## config.mk

```make
export PLATFORM = sky130hd
export DESIGN_NAME = ctab_core
export DESIGN_NICKNAME = d
export VERILOG_FILES = /design/src/inc/ctab_pkg.sv /design/src/hw/ctab_tx_arb.sv /design/src/hw/ctab_rx_sel.sv /design/src/hw/ctab_core.sv
export VERILOG_INCLUDE_DIRS = /design/src /design/src/inc
export SDC_FILE = /design/constraint.sdc
export NUM_CORES = 2
export LEC_CHECK = 0
export BUFFER_PORTS_ARGS = -buffer_cell sky130_fd_sc_hd__clkbuf_2
export CAP_MARGIN = 20
export CORE_MARGIN = 5
export CORE_UTILIZATION = 45
export CTS_CLUSTER_DIAMETER = 100
export CTS_CLUSTER_SIZE = 16
export DETAILED_ROUTE_END_ITERATION = 10
export PLACE_DENSITY = 0.68
export SYNTH_ARGS = -nofsm -noshare
export SYNTH_HDL_FRONTEND = slang
export SYNTH_SLANG_ARGS = --single-unit
```

## constraint.sdc

```tcl
create_clock -name SYS_CLK -period 10.09 [get_ports SYS_CLK]
set_input_delay 0.5045 -clock SYS_CLK [delete_from_list [all_inputs] [get_ports SYS_CLK]]
set_output_delay 0.5045 -clock SYS_CLK [all_outputs]
set_load 0.03 [all_outputs]
```

## src/inc/ctab_defines.svh

```systemverilog
`ifndef CTAB_DEFINES_SVH
`define CTAB_DEFINES_SVH
// ==========================================================
// register offsets
`define CTAB_OFF_MODCTL 12'h000
`define CTAB_OFF_MODSTAT 12'h004
`define CTAB_OFF_ENHCTL 12'h008
`define CTAB_OFF_BSEL 12'h00C
`define CTAB_OFF_ASSOC0 12'h010
`define CTAB_OFF_ASSOC1 12'h014
`define CTAB_OFF_TXCTL 12'h040
`define CTAB_OFF_RXBUF 12'h100
`define CTAB_RX_STRIDE_LSB 5
`define CTAB_RX_WORD_CTL 3'h0
`define CTAB_RX_WORD_ID 3'h1
`define CTAB_RX_WORD_DLC 3'h2
`define CTAB_RX_WORD_D0 3'h3
`define CTAB_RX_WORD_D1 3'h4
// ==========================================================
// field positions
`define CTAB_ABORT_ALL_BIT 4
`define CTAB_TX_DONE_BIT 7
`define CTAB_TX_ABT_BIT 6
`define CTAB_TX_LARB_BIT 5
`define CTAB_TX_ERR_BIT 4
`define CTAB_TX_REQ_BIT 3
`define CTAB_TX_IE_BIT 2
`define CTAB_RX_FULL_BIT 7
`define CTAB_RX_IE_BIT 4
`define CTAB_RX_ROLL_BIT 3
`define CTAB_RX_RTR_BIT 8
`define CTAB_RX_HIT_LSB 9
`define CTAB_RX_EXT_BIT 31
`define CTAB_ENH_WM_BIT 2
`define CTAB_ENH_TS_BIT 3
`define CTAB_STAT_WM_BIT 8
// ==========================================================
// values
`define CTAB_CODE_FIFO 5'h10
`define CTAB_CODE_NONE 5'h00
`define CTAB_WM_ONE 4'h1
`define CTAB_WM_FOUR 4'h4
`define CTAB_FIFO_MIN 4'h2
`define CTAB_N_TX 9
`define CTAB_N_DED_TX 3
`define CTAB_N_RX 8
`define CTAB_N_PROG 6
`define CTAB_N_FILT 16
`define CTAB_RESP_OKAY 2'h0
`define CTAB_RESP_SLVERR 2'h2
`endif

```

## src/inc/ctab_pkg.sv

```systemverilog
package ctab_pkg;
	// ==========================================================
	// modes and frame carrier
	typedef enum logic [1:0] {
		CTAB_LEGACY = 2'h0,
		CTAB_ENH = 2'h1,
		CTAB_FIFO = 2'h2
	} ctab_mode_t;

	typedef struct packed {
		logic [28:0] id;
		logic ext;
		logic rtr;
		logic [3:0] dlc;
		logic [63:0] data;
	} ctab_frame_t;

	typedef struct packed {
		logic load;
		logic [2:0] target;
		logic [4:0] hit;
	} ctab_rxsel_t;
endpackage : ctab_pkg

```

## src/hw/ctab_tx_arb.sv

```systemverilog
`timescale 1ns/1ns
`default_nettype none
`include "ctab_defines.svh"
module ctab_tx_arb import ctab_pkg::*; (
	// candidates
	input wire logic [`CTAB_N_TX-1:0] ready,
	input wire logic [2*`CTAB_N_TX-1:0] prio,
	// winner
	output logic valid,
	output logic [3:0] idx
);
	// ==========================================================
	// priority pick, ties go to the higher buffer number
	always_comb begin
		logic [1:0] best;
		best = 2'h0;
		valid = 1'b0;
		idx = 4'h0;
		for (int i = 0; i < `CTAB_N_TX; i++) begin
			if (ready[i] && (!valid || prio[2*i +: 2] >= best)) begin
				valid = 1'b1;
				best = prio[2*i +: 2];
				idx = 4'(i);
			end
		end
	end
endmodule : ctab_tx_arb
`default_nettype wire

```

## src/hw/ctab_rx_sel.sv

```systemverilog
`timescale 1ns/1ns
`default_nettype none
`include "ctab_defines.svh"
module ctab_rx_sel import ctab_pkg::*; (
	// configuration
	input wire ctab_mode_t mode,
	input wire logic [`CTAB_N_PROG-1:0] bsel,
	input wire logic [4*`CTAB_N_FILT-1:0] assoc,
	input wire logic [2*`CTAB_N_RX-1:0] receive_mode_field,
	input wire logic rollover,
	// buffer state
	input wire logic [`CTAB_N_RX-1:0] full,
	input wire logic [2:0] wr_ptr,
	// frame
	input wire logic [`CTAB_N_FILT-1:0] hits,
	input wire logic ext,
	input wire logic err,
	// result
	output ctab_rxsel_t sel,
	output logic [3:0] depth
);
	function automatic logic type_ok(input logic [1:0] m, input logic e);
		case (m)
			2'h1: type_ok = !e;
			2'h2: type_ok = e;
			default: type_ok = 1'b1;
		endcase
	endfunction : type_ok

	// ==========================================================
	// target buffer selection
	always_comb begin
		logic stop;
		logic acc0;
		logic acc1;
		logic drop;
		logic [`CTAB_N_RX-1:0] isrx;
		logic [`CTAB_N_RX-1:0] cand;
		stop = 1'b0;
		depth = `CTAB_FIFO_MIN;
		isrx = {~bsel, 2'h3};
		for (int k = 0; k < `CTAB_N_PROG; k++) begin
			if (!stop && !bsel[k]) depth = depth + 4'h1;
			else stop = 1'b1;
		end
		sel = '0;
		drop = 1'b0;
		cand = '0;
		acc0 = (receive_mode_field[1:0] == 2'h3) ||
			(!err && |hits[1:0] && type_ok(receive_mode_field[1:0], ext));
		acc1 = (receive_mode_field[3:2] == 2'h3) ||
			(!err && |hits[5:2] && type_ok(receive_mode_field[3:2], ext));
		case (mode)
			CTAB_LEGACY: begin
				if (acc0 && !full[0]) begin
					sel.load = 1'b1;
					sel.hit = hits[0] ? 5'h00 : 5'h01;
				end else if (acc0 && rollover && !full[1]) begin
					sel.load = 1'b1;
					sel.target = 3'h1;
					sel.hit = hits[0] ? 5'h00 : 5'h01;
				end else if (acc1 && !full[1]) begin
					sel.load = 1'b1;
					sel.target = 3'h1;
					for (int f = 5; f >= 2; f--) begin
						if (hits[f]) sel.hit = 5'(f);
					end
				end
			end
			CTAB_ENH: begin
				for (int f = 0; f < `CTAB_N_FILT; f++) begin
					if (hits[f] && !assoc[4*f+3]) begin
						if (!isrx[assoc[4*f +: 3]]) drop = 1'b1;
						else if (!err) cand[assoc[4*f +: 3]] = 1'b1;
					end
				end
				for (int b = 0; b < `CTAB_N_RX; b++) begin
					if (isrx[b] && receive_mode_field[2*b+1]) cand[b] = 1'b1;
				end
				cand = cand & ~full;
				for (int b = `CTAB_N_RX-1; b >= 0; b--) begin
					if (cand[b]) sel.target = 3'(b);
				end
				sel.load = |cand && !drop;
				for (int f = `CTAB_N_FILT-1; f >= 0; f--) begin
					if (hits[f] && assoc[4*f +: 4] == {1'b0, sel.target}) begin
						sel.hit = 5'(f);
					end
				end
			end
			CTAB_FIFO: begin
				for (int f = `CTAB_N_FILT-1; f >= 0; f--) begin
					if (hits[f] && !assoc[4*f+3]) begin
						if (!isrx[assoc[4*f +: 3]]) drop = 1'b1;
						else if (!err && 4'(assoc[4*f +: 3]) < depth) begin
							cand[0] = 1'b1;
							sel.hit = 5'(f);
						end
					end
				end
				sel.target = wr_ptr;
				sel.load = (cand[0] || receive_mode_field[1]) && !drop && !full[wr_ptr];
			end
			default: sel = '0;
		endcase
	end
endmodule : ctab_rx_sel
`default_nettype wire

```

## src/hw/ctab_core.sv

```systemverilog
// The address map and the AXI4-Lite slave port were left to the implementer.
`timescale 1ns/1ns
`default_nettype none
`include "ctab_defines.svh"
// Overview of operation
// firmware clearing a buffer's transmit request (bit 3) requests its abort
// setting abort-all (bit 4) requests abort of every pending buffer
// abort taken if not started, or lost arbitration/error; aborted flag bit 6
// a frame in flight finishes; success leaves aborted clear, failure aborts
// abort requests cannot be cancelled by firmware; only hardware or reset
// before start of frame, highest transmit priority buffer is chosen
// equal priorities: highest buffer number goes first
// two-bit priority, 11 highest, 00 lowest
// accepted frame overwrites the whole target receive buffer
// load sets full flag; full buffer takes nothing until firmware clears
// filter hit recorded, four bits legacy, five bits enhanced; plus RTR flag
// extended-id flag in id word: clear standard, set extended
// legacy receive mode 00 filters, 01 standard only, 10 extended only
// mode 11 or upper bit takes all frames, errored ones partially
// enhanced modes discard frames hitting filters tied to transmit buffers
// legacy: buffer zero two filters higher priority, buffer one four
// rollover: full buffer zero sends frame to buffer one, no overflow
// enhanced: any filter to any buffer, lowest numbered buffer wins
// fifo mode: contiguous receive buffers, depth 2 to 8, write pointer
// fifo reception loads interrupt code 10000
// read pointer names oldest unread; clearing its full flag advances it
// water mark warns at one or four empty fifo slots
// setting transmit request clears aborted, arbitration lost, error flags
// success clears request, sets done flag, interrupt if enabled
// abort-all clears once no transmission remains pending
module ctab_core import ctab_pkg::*; (
	// clock and reset
	input wire logic SYS_CLK,
	input wire logic SRST,
	// axi4-lite write
	input wire logic [11:0] AWADDR,
	input wire logic AWVALID,
	output logic AWREADY,
	input wire logic [31:0] WDATA,
	input wire logic [3:0] WSTRB,
	input wire logic WVALID,
	output logic WREADY,
	output logic [1:0] BRESP,
	output logic BVALID,
	input wire logic BREADY,
	// axi4-lite read
	input wire logic [11:0] ARADDR,
	input wire logic ARVALID,
	output logic ARREADY,
	output logic [31:0] RDATA,
	output logic [1:0] RRESP,
	output logic RVALID,
	input wire logic RREADY,
	// transmit engine
	output logic TX_PEND,
	output logic [3:0] TX_BUF,
	input wire logic TX_SOF,
	input wire logic TX_OK,
	input wire logic TX_LOST,
	input wire logic TX_ERR,
	// receive engine
	input wire logic RX_VALID,
	input wire logic RX_ERROR,
	input wire ctab_frame_t RX_FRAME,
	input wire logic [`CTAB_N_FILT-1:0] RX_HITS,
	// events
	output logic IRQ,
	output logic FIFO_WM,
	output logic TS_CAPTURE
);
	localparam int NT = `CTAB_N_TX;
	localparam int NR = `CTAB_N_RX;

	// ==========================================================
	// state
	logic bv_q, bv_d, rv_q, rv_d;
	logic [31:0] rdata_q, rdata_d;
	logic [1:0] bresp_q, bresp_d, rresp_q, rresp_d;
	logic abort_all_q, abort_all_d;
	ctab_mode_t mode_q, mode_d;
	logic wm_sel_q, wm_sel_d, ts_sel_q, ts_sel_d;
	logic [`CTAB_N_PROG-1:0] bsel_q, bsel_d;
	logic [4*`CTAB_N_FILT-1:0] assoc_q, assoc_d;
	logic [4:0] code_q, code_d;
	logic [NT-1:0] transmit_request_flag_q, transmit_request_flag_d, abt_q, abt_d, larb_q, larb_d;
	logic [NT-1:0] terr_q, terr_d, tdone_q, tdone_d, tie_q, tie_d;
	logic [NT-1:0] abreq_q, abreq_d;
	logic [2*NT-1:0] prio_q, prio_d;
	logic busy_q, busy_d;
	logic [3:0] act_q, act_d, txbuf_q, txbuf_d;
	logic txpend_q, txpend_d;
	logic [NR-1:0] full_q, full_d, rie_q, rie_d;
	logic [2*NR-1:0] rxm_q, rxm_d;
	logic roll_q, roll_d;
	logic [4:0] hit_q [NR], hit_d [NR];
	ctab_frame_t buf_q [NR], buf_d [NR];
	logic [2:0] wp_q, wp_d, rp_q, rp_d;
	logic [3:0] cnt_q, cnt_d;
	logic wm_q, wm_d, ts_q, ts_d, irq_q, irq_d;

	logic wr_go, rd_go;
	logic arb_valid;
	logic [3:0] arb_idx, depth;
	logic [NT-1:0] arb_ready, exists;
	ctab_rxsel_t rsel;

	assign exists = {bsel_q, 3'h7};

	// ==========================================================
	// helpers
	ctab_tx_arb u_arb (
		.ready(arb_ready),
		.prio(prio_q),
		.valid(arb_valid),
		.idx(arb_idx)
	);

	ctab_rx_sel u_sel (
		.mode(mode_q),
		.bsel(bsel_q),
		.assoc(assoc_q),
		.receive_mode_field(rxm_q),
		.rollover(roll_q),
		.full(full_q),
		.wr_ptr(wp_q),
		.hits(RX_HITS),
		.ext(RX_FRAME.ext),
		.err(RX_ERROR),
		.sel(rsel),
		.depth(depth)
	);

	function automatic logic [2:0] wrap(input logic [2:0] p,
			input logic [3:0] d);
		wrap = (4'(p) + 4'h1 >= d) ? 3'h0 : p + 3'h1;
	endfunction : wrap

	// ==========================================================
	// bus handshake
	assign wr_go = AWVALID && WVALID && !bv_q;
	assign rd_go = ARVALID && !rv_q;
	assign AWREADY = wr_go;
	assign WREADY = wr_go;
	assign ARREADY = rd_go;
	assign BVALID = bv_q;
	assign BRESP = bresp_q;
	assign RVALID = rv_q;
	assign RDATA = rdata_q;
	assign RRESP = rresp_q;
	assign TX_PEND = txpend_q;
	assign TX_BUF = txbuf_q;
	assign IRQ = irq_q;
	assign FIFO_WM = wm_q;
	assign TS_CAPTURE = ts_q;

	// ==========================================================
	// next state
	always_comb begin
		logic [11:0] a;
		logic [31:0] w;
		logic [2:0] rb;
		logic hit;
		logic abt_eff;
		logic [3:0] empty;
		bv_d = bv_q && !BREADY;
		bresp_d = bresp_q;
		rv_d = rv_q && !RREADY;
		rresp_d = rresp_q;
		rdata_d = rdata_q;
		abort_all_d = abort_all_q;
		mode_d = mode_q;
		wm_sel_d = wm_sel_q;
		ts_sel_d = ts_sel_q;
		bsel_d = bsel_q;
		assoc_d = assoc_q;
		code_d = code_q;
		transmit_request_flag_d = transmit_request_flag_q;
		abt_d = abt_q;
		larb_d = larb_q;
		terr_d = terr_q;
		tdone_d = tdone_q;
		tie_d = tie_q;
		abreq_d = abreq_q;
		prio_d = prio_q;
		busy_d = busy_q;
		act_d = act_q;
		full_d = full_q;
		rie_d = rie_q;
		rxm_d = rxm_q;
		roll_d = roll_q;
		hit_d = hit_q;
		buf_d = buf_q;
		wp_d = wp_q;
		rp_d = rp_q;
		cnt_d = cnt_q;
		ts_d = 1'b0;
		hit = 1'b0;
		abt_eff = 1'b0;
		empty = 4'h0;
		a = AWADDR;
		w = WDATA;
		rb = a[`CTAB_RX_STRIDE_LSB +: 3];
		// register writes
		if (wr_go) begin
			bv_d = 1'b1;
			bresp_d = `CTAB_RESP_OKAY;
			if (a == `CTAB_OFF_MODCTL) begin
				if (w[`CTAB_ABORT_ALL_BIT]) abort_all_d = 1'b1;
			end else if (a == `CTAB_OFF_MODSTAT) begin
				code_d = `CTAB_CODE_NONE;
			end else if (a == `CTAB_OFF_ENHCTL) begin
				mode_d = ctab_mode_t'(w[1:0] == 2'h3 ? 2'h0 : w[1:0]);
				wm_sel_d = w[`CTAB_ENH_WM_BIT];
				ts_sel_d = w[`CTAB_ENH_TS_BIT];
			end else if (a == `CTAB_OFF_BSEL) begin
				bsel_d = w[`CTAB_N_PROG-1:0];
			end else if (a == `CTAB_OFF_ASSOC0) begin
				assoc_d[31:0] = w;
			end else if (a == `CTAB_OFF_ASSOC1) begin
				assoc_d[63:32] = w;
			end else if (a >= `CTAB_OFF_TXCTL &&
					a < `CTAB_OFF_TXCTL + 12'(4*NT) && a[1:0] == 2'h0) begin
				for (int i = 0; i < NT; i++) begin
					if (a[5:2] == 4'(i) && exists[i]) begin
						if (w[`CTAB_TX_REQ_BIT] && !transmit_request_flag_q[i] && !abreq_q[i]) begin
							transmit_request_flag_d[i] = 1'b1;
							abt_d[i] = 1'b0;
							larb_d[i] = 1'b0;
							terr_d[i] = 1'b0;
						end
						if (!w[`CTAB_TX_REQ_BIT] && transmit_request_flag_q[i]) begin
							abreq_d[i] = 1'b1;
						end
						if (!transmit_request_flag_q[i]) prio_d[2*i +: 2] = w[1:0];
						tie_d[i] = w[`CTAB_TX_IE_BIT];
						if (!w[`CTAB_TX_DONE_BIT]) tdone_d[i] = 1'b0;
					end
				end
			end else if (a >= `CTAB_OFF_RXBUF &&
					a < `CTAB_OFF_RXBUF + 12'(NR << `CTAB_RX_STRIDE_LSB) &&
					a[4:2] == `CTAB_RX_WORD_CTL && a[1:0] == 2'h0) begin
				rxm_d[2*rb +: 2] = w[6:5];
				rie_d[rb] = w[`CTAB_RX_IE_BIT];
				if (rb == 3'h0) roll_d = w[`CTAB_RX_ROLL_BIT];
				if (!w[`CTAB_RX_FULL_BIT] && full_q[rb]) begin
					full_d[rb] = 1'b0;
					if (mode_q == CTAB_FIFO && rb == rp_q) begin
						rp_d = wrap(rp_q, depth);
						cnt_d = cnt_d - 4'h1;
					end
				end
			end else begin
				bresp_d = `CTAB_RESP_SLVERR;
			end
		end
		// transmit engine events
		if (TX_SOF && txpend_q) begin
			busy_d = 1'b1;
			act_d = txbuf_q;
		end
		for (int i = 0; i < NT; i++) begin
			abt_eff = abreq_d[i] || abort_all_q;
			if (busy_q && act_q == 4'(i)) begin
				if (TX_OK) begin
					transmit_request_flag_d[i] = 1'b0;
					tdone_d[i] = 1'b1;
					abreq_d[i] = 1'b0;
				end else if (TX_LOST || TX_ERR) begin
					larb_d[i] = larb_d[i] || TX_LOST;
					terr_d[i] = terr_d[i] || TX_ERR;
					if (abt_eff) begin
						transmit_request_flag_d[i] = 1'b0;
						abt_d[i] = 1'b1;
						abreq_d[i] = 1'b0;
					end
				end
			end else if (transmit_request_flag_q[i] && abt_eff) begin
				transmit_request_flag_d[i] = 1'b0;
				abt_d[i] = 1'b1;
				abreq_d[i] = 1'b0;
			end
		end
		if (TX_OK || TX_LOST || TX_ERR) busy_d = 1'b0;
		if (abort_all_q && transmit_request_flag_q == '0) abort_all_d = 1'b0;
		// receive loads
		if (RX_VALID && rsel.load) begin
			buf_d[rsel.target] = RX_FRAME;
			full_d[rsel.target] = 1'b1;
			hit_d[rsel.target] = (mode_q == CTAB_LEGACY) ?
				{1'b0, rsel.hit[3:0]} : rsel.hit;
			ts_d = ts_sel_q;
			if (mode_q == CTAB_FIFO) begin
				wp_d = wrap(wp_q, depth);
				cnt_d = cnt_d + 4'h1;
				code_d = `CTAB_CODE_FIFO;
			end
		end
		if (mode_q != CTAB_FIFO) begin
			wp_d = 3'h0;
			rp_d = 3'h0;
			cnt_d = 4'h0;
		end
		empty = depth - cnt_d;
		wm_d = mode_q == CTAB_FIFO &&
			empty == (wm_sel_q ? `CTAB_WM_FOUR : `CTAB_WM_ONE);
		irq_d = |(tdone_d & tie_d) || |(full_d & rie_d) || wm_d;
		// register reads
		if (rd_go) begin
			rv_d = 1'b1;
			rresp_d = `CTAB_RESP_OKAY;
			rdata_d = 32'h0;
			a = ARADDR;
			rb = a[`CTAB_RX_STRIDE_LSB +: 3];
			hit = 1'b1;
			if (a == `CTAB_OFF_MODCTL) begin
				rdata_d[`CTAB_ABORT_ALL_BIT] = abort_all_q;
				rdata_d[3:0] = {1'b0, rp_q};
			end else if (a == `CTAB_OFF_MODSTAT) begin
				rdata_d[4:0] = code_q;
				rdata_d[`CTAB_STAT_WM_BIT] = wm_q;
			end else if (a == `CTAB_OFF_ENHCTL) begin
				rdata_d[1:0] = mode_q;
				rdata_d[`CTAB_ENH_WM_BIT] = wm_sel_q;
				rdata_d[`CTAB_ENH_TS_BIT] = ts_sel_q;
			end else if (a == `CTAB_OFF_BSEL) begin
				rdata_d[`CTAB_N_PROG-1:0] = bsel_q;
			end else if (a == `CTAB_OFF_ASSOC0) begin
				rdata_d = assoc_q[31:0];
			end else if (a == `CTAB_OFF_ASSOC1) begin
				rdata_d = assoc_q[63:32];
			end else if (a >= `CTAB_OFF_TXCTL &&
					a < `CTAB_OFF_TXCTL + 12'(4*NT) && a[1:0] == 2'h0) begin
				for (int i = 0; i < NT; i++) begin
					if (a[5:2] == 4'(i)) begin
						rdata_d[`CTAB_TX_DONE_BIT] = tdone_q[i];
						rdata_d[`CTAB_TX_ABT_BIT] = abt_q[i];
						rdata_d[`CTAB_TX_LARB_BIT] = larb_q[i];
						rdata_d[`CTAB_TX_ERR_BIT] = terr_q[i];
						rdata_d[`CTAB_TX_REQ_BIT] = transmit_request_flag_q[i];
						rdata_d[`CTAB_TX_IE_BIT] = tie_q[i];
						rdata_d[1:0] = prio_q[2*i +: 2];
					end
				end
			end else if (a >= `CTAB_OFF_RXBUF &&
					a < `CTAB_OFF_RXBUF + 12'(NR << `CTAB_RX_STRIDE_LSB) &&
					a[1:0] == 2'h0) begin
				case (a[4:2])
					`CTAB_RX_WORD_CTL: begin
						rdata_d[`CTAB_RX_FULL_BIT] = full_q[rb];
						rdata_d[6:5] = rxm_q[2*rb +: 2];
						rdata_d[`CTAB_RX_IE_BIT] = rie_q[rb];
						rdata_d[`CTAB_RX_ROLL_BIT] = (rb == 3'h0) && roll_q;
						rdata_d[`CTAB_RX_RTR_BIT] = buf_q[rb].rtr;
						rdata_d[`CTAB_RX_HIT_LSB +: 5] = hit_q[rb];
					end
					`CTAB_RX_WORD_ID: begin
						rdata_d[`CTAB_RX_EXT_BIT] = buf_q[rb].ext;
						rdata_d[28:0] = buf_q[rb].id;
					end
					`CTAB_RX_WORD_DLC: rdata_d[3:0] = buf_q[rb].dlc;
					`CTAB_RX_WORD_D0: rdata_d = buf_q[rb].data[31:0];
					`CTAB_RX_WORD_D1: rdata_d = buf_q[rb].data[63:32];
					default: hit = 1'b0;
				endcase
			end else begin
				hit = 1'b0;
			end
			if (!hit) rresp_d = `CTAB_RESP_SLVERR;
		end
	end

	// ==========================================================
	// transmit candidate set
	always_comb begin
		for (int i = 0; i < NT; i++) begin
			arb_ready[i] = exists[i] && transmit_request_flag_q[i] && !abreq_q[i] &&
				!abort_all_q && !(busy_q && act_q == 4'(i));
		end
	end

	always_comb begin
		txpend_d = arb_valid && !busy_d;
		txbuf_d = arb_idx;
	end

	// ==========================================================
	// registers
	always_ff @(posedge SYS_CLK) begin
		if (SRST) begin
			bv_q <= 1'b0;
			bresp_q <= `CTAB_RESP_OKAY;
			rv_q <= 1'b0;
			rresp_q <= `CTAB_RESP_OKAY;
			rdata_q <= 32'h0;
			abort_all_q <= 1'b0;
			mode_q <= CTAB_LEGACY;
			wm_sel_q <= 1'b0;
			ts_sel_q <= 1'b0;
			bsel_q <= '0;
			assoc_q <= '1;
			code_q <= `CTAB_CODE_NONE;
			transmit_request_flag_q <= '0;
			abt_q <= '0;
			larb_q <= '0;
			terr_q <= '0;
			tdone_q <= '0;
			tie_q <= '0;
			abreq_q <= '0;
			prio_q <= '0;
			busy_q <= 1'b0;
			act_q <= 4'h0;
			txbuf_q <= 4'h0;
			txpend_q <= 1'b0;
			full_q <= '0;
			rie_q <= '0;
			rxm_q <= '0;
			roll_q <= 1'b0;
			hit_q <= '{default: 5'h00};
			buf_q <= '{default: '0};
			wp_q <= 3'h0;
			rp_q <= 3'h0;
			cnt_q <= 4'h0;
			wm_q <= 1'b0;
			ts_q <= 1'b0;
			irq_q <= 1'b0;
		end else begin
			bv_q <= bv_d;
			bresp_q <= bresp_d;
			rv_q <= rv_d;
			rresp_q <= rresp_d;
			rdata_q <= rdata_d;
			abort_all_q <= abort_all_d;
			mode_q <= mode_d;
			wm_sel_q <= wm_sel_d;
			ts_sel_q <= ts_sel_d;
			bsel_q <= bsel_d;
			assoc_q <= assoc_d;
			code_q <= code_d;
			transmit_request_flag_q <= transmit_request_flag_d;
			abt_q <= abt_d;
			larb_q <= larb_d;
			terr_q <= terr_d;
			tdone_q <= tdone_d;
			tie_q <= tie_d;
			abreq_q <= abreq_d;
			prio_q <= prio_d;
			busy_q <= busy_d;
			act_q <= act_d;
			txbuf_q <= txbuf_d;
			txpend_q <= txpend_d;
			full_q <= full_d;
			rie_q <= rie_d;
			rxm_q <= rxm_d;
			roll_q <= roll_d;
			hit_q <= hit_d;
			buf_q <= buf_d;
			wp_q <= wp_d;
			rp_q <= rp_d;
			cnt_q <= cnt_d;
			wm_q <= wm_d;
			ts_q <= ts_d;
			irq_q <= irq_d;
		end
	end
endmodule : ctab_core
`default_nettype wire

```

==> impl_metrics.csv <==
group,metric,value,unit
pwr,vdd_ir_drop_max,131,uV
pwr,powerDensity,135,nW/um^2
flow_run,maxCapViolCount,0,
yosys,synth_area,54300,sq um
critical_path,cp_slowest_cell,"or3b_4",
critical_path,critPathLaunchType,"register",
yosys,synth_edf_count,0,
grt,grt_pass1_wl,294000,um
clock_tree,path_clk_slew,80,ps
critical_path,worst_path_most_repeated_cell,"ha_1",
placement,dpl-instance-area,55600,sq um
drt,viasPerCell,6.16,
critical_path,arrival,10160,ps
drt,num_vias,49394,
grt,grt_max_degree,115,
placement,dp_hpwl,127000,um
yosys,synth_warnings,0,
min_path,hold_path.class,"primary input to register",
drt,drtPass1Iterations,8,
final_layout,regArea,21600,sq um
yosys,synthFlopType,"dfxtp_1",
timing,finalCritPeriodShare,94.6,%
clock_tree,ctsHoldBuffers,0,
placement,io_buffers,230,
final_layout,fin_area,58000,sq um
run_status,status,"finished, final reports clean",
timing,drv_slew,0,
timing,tns,0,ps
clock_tree,cts_inserted_buffers,77,
floorplan,die_area,128000,sq um
critical_path,end_kind,"register",
final_layout,fin_util,48.4,%
critical_path,ff2ff_setup_slack,540,ps
yosys,synth_seq_cells,1077,
clock_tree,cts_tree,"built",
critical_path,r2r-end,"TX_BUF[0]",
critical_path,required,10710,ps
drt,ant_nets,0,
grt,grt_antenna_before_repair,30,
timing,whs,63.0,ps
floorplan,core,120000,sq um
floorplan,die_width,357,um
yosys,synth_seq_area_share,39.7,%
yosys,synthTopCellsByArea,"dfxtp_1 (40%), nand2_1 (13%), mux4_2 (9.7%)",
floorplan,start_util,45.3,%
clock_tree,clock_path_buffers,3,
yosys,synth_commonest_cells,"nand2_1 (1851), dfxtp_1 (1077), a21oi_1 (986)",
yosys,yosysTopAreaCellShare,39.7,%
yosys,synth_top_area_cell,"dfxtp_1",
timing,tightestPinTransition,1200,ps
floorplan,io_pins,237,
final_layout,multi_input_area,29800,sq um
final_layout,drive_gt1_share,12.1,%
yosys,async_reset_ff_share,0,%
timing,fmax,105,MHz
critical_path,path_class,"register to register",
clock_tree,insertion_delay,680,ps
grt,gr-total-overflow,0,
grt,grt_pass1_vias,46572,
critical_path,reg2regPathDepth,48,
yosys,yosysMostFrequentCell,"nand2_1",
timing,max_slew_margin,19.6,%
drt,routed_wl,198000,um
critical_path,crit_fanout,3,
clock_tree,cts_root_buf,"clkbuf_16",
timing,setup_viol,0,
critical_path,crit_path_end,"TX_BUF[0]",
yosys,yosysUniqueCellTypes,102,
clock_tree,numClockSinks,1077,
clock_tree,h-tree-depth,3,
final_layout,fillerInstances,11539,
final_layout,nets,6652,
critical_path,cpPeakStageDelay,420,ps
drt,wl_per_cell,24.6,um
critical_path,worstSetupStartpoint,"act_q[1]",
timing,fin_crit,9550,ps
timing,hold_viol_final,0,
drt,initialDrtViolationCount,6287,
floorplan,die_y,357,um
yosys,synth.avg_cell_area,8.22,sq um
final_layout,syn2layout_area_growth,6.82,%
timing,skew,24.8,ps
drt,post-route-drc-count,0,
placement,gp_congestion,1.01,
pwr,p_total,7.83,mW
pwr,leakage,19.6,nW
grt,gr-usage-all-layers,29.8,%
critical_path,r2r_start,"act_q[1]",
yosys,syn_inst,6603,
floorplan,rows,127,
report_power, final:
part / switching (mW) / total (mW) / leakage, nW / internal [mW]
clock network: 1.53 / 2.95 / 1.04 / 1.42
logic: 0.401 / 0.562 / 9.87 / 0.161
registers: 0.0236 / 4.31 / 8.69 / 4.29
total: 1.95 / 7.83 / 19.6 / 5.87
logic make-up after synthesis:
kind of cell	synth area share, %
compound gates	17.0
other cells	0.00691
mux	13.7
xor+xnor	0.888
buf+inv	5.78
fa+ha+maj	1.81
simple gates	21.0
flops	39.7
final cells by class:
class | instances | share of cell area (%)
inverters | 80 | 0.518
clock buffers | 82 | 3.46
diodes | 14 | 0.0604
flip-flops and latches | 1077 | 37.2
well taps | 1612 | 3.48
repair buffers | 332 | 3.68
clock inverters | 7 | 0.168
multi-input cells | 4818 | 51.4
worst min-delay path by stage:
stage / startpoint / to / cells past startpoint
floorplan: rxm_q[12] / rxm_q[12] / 2
detailed placement: buf_q[228] / buf_q[228] / 2
CTS: WDATA[8] / assoc_q[40] / 3
finish: WDATA[8] / assoc_q[40] / 3
global route: WDATA[18] / assoc_q[50] / 3
global placement: buf_q[190] / buf_q[190] / 2
sequential cells by signal, indices dropped and copies added, names as in the netlist, 2 cells and up:
signal,flops
larb_q,9
hit_q,32
assoc_q,64
bsel_q,6
terr_q,9
buf_q,792
transmit_request_flag_q,9
tie_q,9
abt_q,9
act_q,4
rp_q,3
rxm_q,16
TX_BUF,4
code_q,5
rie_q,8
tdone_q,9
abreq_q,9
RDATA,32
prio_q,18
cnt_q,4
mode_q,2
wp_q,3
full_q,8
placed cells by master, fill, tap and decap left out, drive strengths merged, types with 28 or more instances in the layout:
master	instances
nor3	67
ha	77
a2111oi	37
and3	28
mux2i	188
dfxtp	1077
xnor2	37
nor2	315
and2	28
a22oi	51
o21ai	128
nand3	112
nand2	1853
mux4	234
nor2b	58
clkbuf	309
a211oi	30
o22ai	52
nand2b	49
buf	105
inv	84
a21oi	990
o211ai	33
what timing repair did:
| action | CTS | global route |
|---|---|---|
| pin swaps | 0 | 8 |
| gates resized for setup | 1 | 16 |
| setup buffers | 0 | 9 |
| setup endpoints to repair | 2 | 4 |
through the flow:
stage	setup slack, ps	std cells
floorplan	183	6604
global placement	4.85	7907
CTS	43.8	7997
detailed placement	-32.4	7908
finish	544	8022
global route	-67.2	8013
worst max-delay path: cells and delay by family (launching register included):
family,cells,cell delay [ps]
compound gates,16,2510
mux,7,2070
flops,1,310
buf+inv,3,400
simple gates,14,2110
fa+ha+maj,8,2100
per-layer routing:
metal	vias up	GRT usage [%]	part of all wire [%]
li1	22446	-	-
met1	23814	38.7	39
met2	2573	47.5	46
met3	533	7.50	11
met4	28	12.2	4.4
met5	-	0	0.095
Note: power is estimated with default switching activity, not from simulation.
